### config.mk
export PLATFORM = sky130hd
export DESIGN_NAME = nvm_core_ctrl_flat
export DESIGN_NICKNAME = d
export VERILOG_FILES = /design/src/design/nvm_pkg.sv /design/src/design/nvm_if.sv /design/src/design/nvm_core_ctrl.sv /design/src/flat_wrapper.sv
export SDC_FILE = /design/constraint.sdc
export NUM_CORES = 1
export LEC_CHECK = 0
export ABC_AREA = 1
export BUFFER_PORTS_ARGS = -buffer_cell sky130_fd_sc_hd__buf_2
export CORE_UTILIZATION = 58
export DETAILED_ROUTE_END_ITERATION = 8
export PLACE_DENSITY = 0.77
export SKIP_CTS_REPAIR_TIMING = 1
export SLEW_MARGIN = 20
export SYNTH_ARGS = -nofsm -noshare
export SYNTH_HDL_FRONTEND = slang
export SYNTH_SLANG_ARGS = --single-unit
### constraint.sdc
create_clock -name clk -period 3 [get_ports clk]
set_clock_uncertainty 0.2 [all_clocks]
set_input_delay 0.3 -clock clk [delete_from_list [all_inputs] [get_ports clk]]
set_output_delay 0.3 -clock clk [all_outputs]
set_load 0.02 [all_outputs]
### src/design/nvm_pkg.sv
package nvm_pkg;
  // Clock and timing
  localparam int CLK_NS = 8;
  localparam int ERASE_NS = 9_000_000;
  // A nominal time: rounded down to whole cycles
  localparam int ERASE_CYCLES = ERASE_NS / CLK_NS;
  localparam int PROG_CYCLES = 2048;
  localparam int READ_WARM_NS = 10_000;
  // A least time: rounded up to whole cycles
  localparam int READ_WARM_CYCLES = (READ_WARM_NS + CLK_NS - 1) / CLK_NS;

  // Memory geometry
  localparam int PAGE_W = 6;
  localparam int PAGE_BYTES = 16;
  localparam int MEM_BYTES = 1024;
  localparam int BUF_NIBBLES = 32;

  // Core-side register addresses
  localparam logic [8:0] ADDR_CONTROL = 9'h1F0;
  localparam logic [8:0] ADDR_KEY = 9'h1F1;
  localparam logic [8:0] ADDR_PAGE_LO = 9'h1F2;
  localparam logic [8:0] ADDR_PAGE_HI = 9'h1F3;
  localparam logic [8:0] BUF_BASE = 9'h1A0;
  localparam logic [8:0] BUF_LAST = 9'h1BF;

  // nvm_control fields
  localparam int CTL_DONE = 0;
  localparam int CTL_GATE = 1;
  localparam int CTL_PROG = 2;
  localparam int CTL_ERASE = 3;
  localparam logic [3:0] CTL_RESET = 4'h0;

  localparam logic [3:0] UNLOCK_KEY = 4'hA;
  localparam logic [7:0] ERASED_BYTE = 8'hFF;
  localparam logic [1:0] TOP_READ = 2'h3;
  localparam logic [13:0] TABLE_BASE = 14'h2000;
  localparam logic [13:0] TABLE_LAST = 14'h23FF;

  // Controller software map
  localparam logic [4:0] SW_CMD = 5'h00;
  localparam logic [4:0] SW_PAGE = 5'h01;
  localparam logic [4:0] SW_STATUS = 5'h02;
  localparam logic [4:0] SW_MASK = 5'h03;
  localparam logic [4:0] SW_DPTR_LO = 5'h04;
  localparam logic [4:0] SW_DPTR_HI = 5'h05;
  localparam logic [4:0] SW_READ_LO = 5'h06;
  localparam logic [4:0] SW_READ_HI = 5'h07;
  localparam int SW_BUF_BIT = 4;

  localparam int CMD_ERASE = 0;
  localparam int CMD_PROG = 1;
  localparam int CMD_GATE_ON = 2;
  localparam int CMD_GATE_OFF = 3;
  localparam int CMD_TREAD = 4;

  localparam int EV_OP_DONE = 0;
  localparam int EV_READ = 1;
  localparam int EV_REFUSED = 2;
  localparam logic [2:0] EV_RESET = 3'h0;
endpackage

### src/design/nvm_if.sv
`timescale 1ns/1ps
interface nvm_if;
  logic wr_en;
  logic rd_en;
  logic [8:0] addr;
  logic [3:0] wdata;
  logic [3:0] rdata;
  logic tr_req;
  logic [13:0] data_pointer;
  logic tr_valid;
  logic [1:0] table_data_top;
  logic [3:0] table_data_mid;
  logic [3:0] table_data_acc;

  modport device (
    input wr_en, rd_en, addr, wdata, tr_req, data_pointer,
    output rdata, tr_valid, table_data_top, table_data_mid, table_data_acc
  );
  modport core (
    output wr_en, rd_en, addr, wdata, tr_req, data_pointer,
    input rdata, tr_valid, table_data_top, table_data_mid, table_data_acc
  );
endinterface

### src/design/nvm_core_ctrl.sv
// Local design decisions: the register offsets and the address-and-strobe port.
`timescale 1ns/1ps
module nvm_core_ctrl #(
  parameter int WARM_CYCLES = nvm_pkg::READ_WARM_CYCLES
) (
  // Clock and reset
  input wire logic clk,
  input wire logic rstn,
  // Software port
  input wire logic [4:0] sw_addr,
  input wire logic [7:0] sw_wdata,
  input wire logic sw_wr,
  input wire logic sw_rd,
  output logic [7:0] sw_rdata,
  output logic irq,
  // Memory block
  nvm_if.core nvm
);
  typedef enum logic [11:0] {
    C_IDLE = 12'h001, C_FILL = 12'h002, C_PG_LO = 12'h004, C_PG_HI = 12'h008,
    C_CLR = 12'h010, C_KEY = 12'h020, C_START = 12'h040, C_PWAIT = 12'h080,
    C_CHECK = 12'h100, C_GATE = 12'h200, C_TREAD = 12'h400, C_TWAIT = 12'h800
  } ctrl_e;

  ctrl_e state_reg;
  logic [7:0] stage [0:nvm_pkg::PAGE_BYTES-1];
  logic [5:0] page_reg;
  logic [9:0] dptr_reg;
  logic [9:0] result_reg;
  logic [2:0] status_reg;
  logic [2:0] status_next;
  logic [2:0] mask_reg;
  logic irq_reg;
  logic [7:0] sw_rdata_reg;
  logic op_prog_reg;
  logic gate_reg;
  logic [4:0] idx_reg;
  logic [4:0] idx_next;
  logic [10:0] warm_reg;
  logic warm_done;
  logic cmd_wr;
  logic [2:0] ev;
  logic wr_en_reg;
  logic rd_en_reg;
  logic [8:0] addr_reg;
  logic [3:0] wdata_reg;
  logic tr_req_reg;
  logic [13:0] dp_reg;

  function automatic logic [3:0] nibble_of(input logic [7:0] b, input logic hi);
    nibble_of = hi ? b[7:4] : b[3:0];
  endfunction

  assign cmd_wr = sw_wr && sw_addr == nvm_pkg::SW_CMD && sw_wdata[4:0] != 5'h00;
  assign idx_next = idx_reg + 5'h01;
  assign warm_done = warm_reg == 11'(WARM_CYCLES);

  // Events
  always_comb begin
    ev = nvm_pkg::EV_RESET;
    ev[nvm_pkg::EV_OP_DONE] = state_reg == C_CHECK && nvm.rdata[nvm_pkg::CTL_DONE];
    ev[nvm_pkg::EV_READ] = state_reg == C_TWAIT && nvm.tr_valid;
    ev[nvm_pkg::EV_REFUSED] = cmd_wr && state_reg != C_IDLE;
    // Set wins over a write-one-to-clear in the same cycle
    status_next = status_reg;
    if (sw_wr && sw_addr == nvm_pkg::SW_STATUS) begin
      status_next = status_reg & ~sw_wdata[2:0];
    end
    status_next = status_next | ev;
  end

  always_ff @(posedge clk) begin
    if (!rstn) begin
      status_reg <= nvm_pkg::EV_RESET;
      mask_reg <= nvm_pkg::EV_RESET;
      irq_reg <= 1'b0;
    end else begin
      status_reg <= status_next;
      if (sw_wr && sw_addr == nvm_pkg::SW_MASK) begin
        mask_reg <= sw_wdata[2:0];
      end
      irq_reg <= |(status_reg & mask_reg);
    end
  end

  // Software-written settings and page staging
  always_ff @(posedge clk) begin
    if (!rstn) begin
      page_reg <= 6'h00;
      dptr_reg <= 10'h000;
    end else if (sw_wr) begin
      if (sw_addr == nvm_pkg::SW_PAGE) begin
        page_reg <= sw_wdata[5:0];
      end
      if (sw_addr == nvm_pkg::SW_DPTR_LO) begin
        dptr_reg[7:0] <= sw_wdata;
      end
      if (sw_addr == nvm_pkg::SW_DPTR_HI) begin
        dptr_reg[9:8] <= sw_wdata[1:0];
      end
    end
  end

  always_ff @(posedge clk) begin
    if (sw_wr && sw_addr[nvm_pkg::SW_BUF_BIT]) begin
      stage[sw_addr[3:0]] <= sw_wdata;
    end
  end

  always_ff @(posedge clk) begin
    if (!rstn) begin
      sw_rdata_reg <= 8'h00;
    end else if (!sw_rd) begin
      sw_rdata_reg <= 8'h00;
    end else if (sw_addr[nvm_pkg::SW_BUF_BIT]) begin
      sw_rdata_reg <= stage[sw_addr[3:0]];
    end else begin
      case (sw_addr)
        nvm_pkg::SW_CMD: sw_rdata_reg <= {7'h00, state_reg != C_IDLE};
        nvm_pkg::SW_PAGE: sw_rdata_reg <= {2'h0, page_reg};
        nvm_pkg::SW_STATUS: sw_rdata_reg <= {5'h00, status_reg};
        nvm_pkg::SW_MASK: sw_rdata_reg <= {5'h00, mask_reg};
        nvm_pkg::SW_DPTR_LO: sw_rdata_reg <= dptr_reg[7:0];
        nvm_pkg::SW_DPTR_HI: sw_rdata_reg <= {6'h00, dptr_reg[9:8]};
        nvm_pkg::SW_READ_LO: sw_rdata_reg <= result_reg[7:0];
        nvm_pkg::SW_READ_HI: sw_rdata_reg <= {5'h00, gate_reg, result_reg[9:8]};
        default: sw_rdata_reg <= 8'h00;
      endcase
    end
  end

  // Read path warm-up; a table read with the gate on waits until this expires
  always_ff @(posedge clk) begin
    if (!rstn || !gate_reg) begin
      warm_reg <= 11'h000;
    end else if (!warm_done) begin
      warm_reg <= warm_reg + 11'h001;
    end
  end

  always_ff @(posedge clk) begin
    if (!rstn) begin
      state_reg <= C_IDLE;
      op_prog_reg <= 1'b0;
      gate_reg <= 1'b0;
      idx_reg <= 5'h00;
      result_reg <= 10'h000;
      wr_en_reg <= 1'b0;
      rd_en_reg <= 1'b0;
      addr_reg <= 9'h000;
      wdata_reg <= 4'h0;
      tr_req_reg <= 1'b0;
      dp_reg <= 14'h0000;
    end else begin
      case (state_reg)
        C_IDLE: begin
          wr_en_reg <= 1'b0;
          rd_en_reg <= 1'b0;
          tr_req_reg <= 1'b0;
          if (cmd_wr) begin
            if (sw_wdata[nvm_pkg::CMD_ERASE]) begin
              op_prog_reg <= 1'b0;
              wr_en_reg <= 1'b1;
              addr_reg <= nvm_pkg::ADDR_CONTROL;
              wdata_reg <= {2'h0, gate_reg, 1'b0};
              state_reg <= C_CLR;
            end else if (sw_wdata[nvm_pkg::CMD_PROG]) begin
              // Buffer and page go in before the start bit
              op_prog_reg <= 1'b1;
              idx_reg <= 5'h00;
              wr_en_reg <= 1'b1;
              addr_reg <= nvm_pkg::BUF_BASE;
              wdata_reg <= nibble_of(stage[0], 1'b0);
              state_reg <= C_FILL;
            end else if (sw_wdata[nvm_pkg::CMD_GATE_ON] || sw_wdata[nvm_pkg::CMD_GATE_OFF]) begin
              gate_reg <= sw_wdata[nvm_pkg::CMD_GATE_ON];
              wr_en_reg <= 1'b1;
              addr_reg <= nvm_pkg::ADDR_CONTROL;
              wdata_reg <= {2'h0, sw_wdata[nvm_pkg::CMD_GATE_ON], 1'b0};
              state_reg <= C_GATE;
            end else begin
              state_reg <= C_TREAD;
            end
          end
        end
        C_FILL: begin
          if (idx_reg == 5'(nvm_pkg::BUF_NIBBLES - 1)) begin
            addr_reg <= nvm_pkg::ADDR_PAGE_LO;
            wdata_reg <= page_reg[3:0];
            state_reg <= C_PG_LO;
          end else begin
            idx_reg <= idx_next;
            addr_reg <= nvm_pkg::BUF_BASE | {4'h0, idx_next};
            wdata_reg <= nibble_of(stage[idx_next[4:1]], idx_next[0]);
          end
        end
        C_PG_LO: begin
          addr_reg <= nvm_pkg::ADDR_PAGE_HI;
          wdata_reg <= {2'h0, page_reg[5:4]};
          state_reg <= C_PG_HI;
        end
        C_PG_HI: begin
          addr_reg <= nvm_pkg::ADDR_CONTROL;
          wdata_reg <= {2'h0, gate_reg, 1'b0};
          state_reg <= C_CLR;
        end
        C_CLR: begin
          // Done flag was cleared by the previous write
          addr_reg <= nvm_pkg::ADDR_KEY;
          wdata_reg <= nvm_pkg::UNLOCK_KEY;
          state_reg <= C_KEY;
        end
        C_KEY: begin
          addr_reg <= nvm_pkg::ADDR_CONTROL;
          wdata_reg <= {!op_prog_reg, op_prog_reg, gate_reg, 1'b0};
          state_reg <= C_START;
        end
        C_START: begin
          wr_en_reg <= 1'b0;
          rd_en_reg <= 1'b1;
          state_reg <= C_PWAIT;
        end
        C_PWAIT: begin
          rd_en_reg <= 1'b0;
          state_reg <= C_CHECK;
        end
        C_CHECK: begin
          if (nvm.rdata[nvm_pkg::CTL_DONE]) begin
            state_reg <= C_IDLE;
          end else begin
            rd_en_reg <= 1'b1;
            state_reg <= C_PWAIT;
          end
        end
        C_GATE: begin
          wr_en_reg <= 1'b0;
          state_reg <= C_IDLE;
        end
        C_TREAD: begin
          if (!gate_reg || warm_done) begin
            tr_req_reg <= 1'b1;
            dp_reg <= nvm_pkg::TABLE_BASE | {4'h0, dptr_reg};
            state_reg <= C_TWAIT;
          end
        end
        C_TWAIT: begin
          tr_req_reg <= 1'b0;
          if (nvm.tr_valid) begin
            result_reg <= {nvm.table_data_top, nvm.table_data_mid, nvm.table_data_acc};
            state_reg <= C_IDLE;
          end
        end
        default: state_reg <= C_IDLE;
      endcase
    end
  end

  assign sw_rdata = sw_rdata_reg;
  assign irq = irq_reg;
  assign nvm.wr_en = wr_en_reg;
  assign nvm.rd_en = rd_en_reg;
  assign nvm.addr = addr_reg;
  assign nvm.wdata = wdata_reg;
  assign nvm.tr_req = tr_req_reg;
  assign nvm.data_pointer = dp_reg;
endmodule

### src/flat_wrapper.sv
// flat-port wrapper written by rule: the top's interface ports become plain ports
module nvm_core_ctrl_flat 
#(
  parameter int WARM_CYCLES = nvm_pkg::READ_WARM_CYCLES
)
  (clk, rstn, sw_addr, sw_wdata, sw_wr, sw_rd, sw_rdata, irq, nvm_wr_en, nvm_rd_en, nvm_addr, nvm_wdata, nvm_tr_req, nvm_data_pointer, nvm_rdata, nvm_tr_valid, nvm_table_data_top, nvm_table_data_mid, nvm_table_data_acc);
  nvm_if nvm_i ();
  input wire logic clk;
  input wire logic rstn;
  input wire logic [4:0] sw_addr;
  input wire logic [7:0] sw_wdata;
  input wire logic sw_wr;
  input wire logic sw_rd;
  output logic [7:0] sw_rdata;
  output logic irq;
  output wire logic [$bits(nvm_i.wr_en)-1:0] nvm_wr_en;
  output wire logic [$bits(nvm_i.rd_en)-1:0] nvm_rd_en;
  output wire logic [$bits(nvm_i.addr)-1:0] nvm_addr;
  output wire logic [$bits(nvm_i.wdata)-1:0] nvm_wdata;
  output wire logic [$bits(nvm_i.tr_req)-1:0] nvm_tr_req;
  output wire logic [$bits(nvm_i.data_pointer)-1:0] nvm_data_pointer;
  input wire logic [$bits(nvm_i.rdata)-1:0] nvm_rdata;
  input wire logic [$bits(nvm_i.tr_valid)-1:0] nvm_tr_valid;
  input wire logic [$bits(nvm_i.table_data_top)-1:0] nvm_table_data_top;
  input wire logic [$bits(nvm_i.table_data_mid)-1:0] nvm_table_data_mid;
  input wire logic [$bits(nvm_i.table_data_acc)-1:0] nvm_table_data_acc;
  assign nvm_wr_en = nvm_i.wr_en;
  assign nvm_rd_en = nvm_i.rd_en;
  assign nvm_addr = nvm_i.addr;
  assign nvm_wdata = nvm_i.wdata;
  assign nvm_tr_req = nvm_i.tr_req;
  assign nvm_data_pointer = nvm_i.data_pointer;
  assign nvm_i.rdata = nvm_rdata;
  assign nvm_i.tr_valid = nvm_tr_valid;
  assign nvm_i.table_data_top = nvm_table_data_top;
  assign nvm_i.table_data_mid = nvm_table_data_mid;
  assign nvm_i.table_data_acc = nvm_table_data_acc;
  nvm_core_ctrl #(.WARM_CYCLES(WARM_CYCLES)) u_core (.clk(clk), .rstn(rstn), .sw_addr(sw_addr), .sw_wdata(sw_wdata), .sw_wr(sw_wr), .sw_rd(sw_rd), .sw_rdata(sw_rdata), .irq(irq), .nvm(nvm_i));
endmodule
==> metrics.txt <==
Die Area=0.0192 mm²; Antenna Nets Post-Route=0; starting density of the core=59.7%; Mapped Avg Cell Area=9.07 µm²; gp weighted congestion=0.886; antenna violations before repair=0; Largest register FFs=128; CP Class=register to register; Max Cap Viol=0; PnR worst setup slack=0.283 ns; Sequential Power Share=41.0%; cell count after placement=1457; PortBufs=64; Filler cells=1363; Post-synth ARST share=0%; Die Wd=138 µm; post-synthesis register bit count=224; Cell Area, Synth=0.0108 mm²; setup repair after global routing missed its margin=false; crit-path max FO=20; Netlist cell types=53; startpoint types=register; Syn Inst Count=1189; Pint=5790 µW; Seq. cell area=0.00577 mm²; maximum clock path buffer count=3; Congestion Overflow GR=0; row cnt=49; arrival time worst endpoint=2.92 ns; Comb pwr share=22.0%; drt first pass iters=9; vias in the first global route=8375; via count=9287; total core area=0.0181 mm²; 1st-iter DRT viols=1433; sequential share of the synthesized area=53.4%; outcome=complete, but fails checks; clk sinks=224; leakage power=0.00481 µW; Post-Place Worst Slack=0.418 ns; H-tree depth=1; Die Height=138 µm; wire per inst=19.9 µm; pin count of the biggest net entering global routing=75; ANT cells=0; violations in the final reports=design-rule violations; Hold WC Path Type=input pin to register; multi-input logic area=0.00428 mm²; Setup TNS Final=0 ns; most common cell after layout, fill and taps aside=nor2_1; post-synth top area share=35.6%; I/O Pins=71; Final min period=2.72 ns; worst slew pin tran=0.843 ns; final hold viol count=0; drt total wl=30200 µm; most frequent cells in the layout=nor2_1 (171), edfxtp_1 (128), o21ai_0 (105), a21oi_1 (105), inv_1 (103); Final #Nets=1306; All-Layer GR Usage=30.7%; Clock Latency Late Sink=0.53 ns; CTS buffer count=24; root buf cell=clkbuf_16; max-slew violation count=0; clock power share=37.0%; Pwr Density=676 mW/mm²; Top FF cell, synth=edfxtp_1; Synth-to-Final Area Change=14.9%; Clock Pin Slew Worst Setup and Hold Paths=0.06 ns; final setup fails=0; worst endpoint required time=3.20 ns; CTS tree=done; final std cells w/o fill=1516; Via density=6.13; Synth area leaders=edfxtp_1 (36%), dfxtp_1 (18%), nor2_1 (5.9%), a21oi_1 (4.9%), o21ai_0 (4.9%); biggest area consumer among synthesized cells=edfxtp_1; Peak VDD IR=592 µV; layout cells sized above 1=17.0%; Tcrit/Tclk final=90.6%; nature of the critical path endpoint=register; max frequency=368 MHz; Worst slew margin=43.5%; fin util=68.5%; number of flops mapped to enable cells by yosys=128; first-pass GRT wire length=45500 µm; DP Wirelength=19500 µm; Sw Pwr=2590 µW; synth warn=0; power consumption=8380 µW; DRC viols=16; Sw Ratio=30.9%
==> final timing paths <==
kind	start	to	slack (ns)	depth (start not counted)
max	u_core.idx_reg[0]$_SDFFE_PN0P_	u_core.nvm.wdata[0]$_SDFFE_PN0P_	0.28	10
min	sw_wdata[5]	u_core.stage[6][5]$_DFFE_PP_	0.02	1
max reg2reg	u_core.idx_reg[0]$_SDFFE_PN0P_	u_core.nvm.wdata[0]$_SDFFE_PN0P_	0.28	10
min reg2reg	u_core.nvm.addr[0]$_SDFFE_PN0P_	u_core.nvm.addr[0]$_SDFFE_PN0P_	0.26	2
==> cells in the mapped netlist, drive strengths merged (3+ instances only) <==
master,instances
nor4,3
nand4,14
o21ai,127
nor3,15
nand3,88
or2,19
nand2,121
a21oi,107
buf,42
dfxtp,96
edfxtp,128
ha,5
nor2,192
nand3b,4
clkinv,3
a211oi,5
inv,110
a22oi,65
o22ai,10
clkbuf,20
==> worst max-delay path: stages (launching register included) <==
cell,delay [ns]
dfxtp_1,0.40
ha_2,0.27
xnor2_2,0.66
buf_12,0.24
o21ai_0,0.11
nand3_1,0.15
nand3_1,0.15
nand3_1,0.11
nand3b_1,0.10
nor2_1,0.16
nor2_1,0.05
==> logic make-up after synthesis <==
family                     synth area share (%)
DFF                                        53.4
adders and majority gates                 0.580
AOI/OAI and AO/OA                          17.3
and+or+nand+nor                            21.3
buffers and inverters                      7.00
xor gates and xnor gates                  0.383
other                                    0.0348
==> through the flow <==
stage / cell area (µm²) / hold slack [ns]
floorplan: 10800 / 0.196
global placement: 11400 / 0.240
detailed placement: 11400 / 0.250
CTS: 12200 / -0.142
global route: 12400 / 0.00899
finish: 12400 / 0.0187
==> cell type report <==
class	count	area share (%)
clock buffer	25	4.96
clock inverter	19	1.79
inverter	113	3.48
multi-input combinational	792	34.5
sequential	224	46.5
tap	229	2.31
timing repair buffer	114	6.42
==> routing by layer <==
layer | share of wire, % | global-route usage (%) | routed length (µm)
met5 | 0 | 0 | 0
met1 | 39 | 41.1 | 11900
met4 | 4.8 | 13.5 | 1440
met2 | 47 | 50.1 | 14100
met3 | 9.3 | 4.09 | 2800
==> power groups by stage <==
stage          combinational, µW  clock (µW)  sequential [µW]
4_1_cts                     1790        3110             3440
3_5_place_dp                1770           0             3500
3_3_place_gp                1750           0             3500
6_report                    1840        3100             3440
2_1_floorplan               1240           0             3560
5_1_grt                     1980        3210             3450
(Power assumes the default switching activity.)
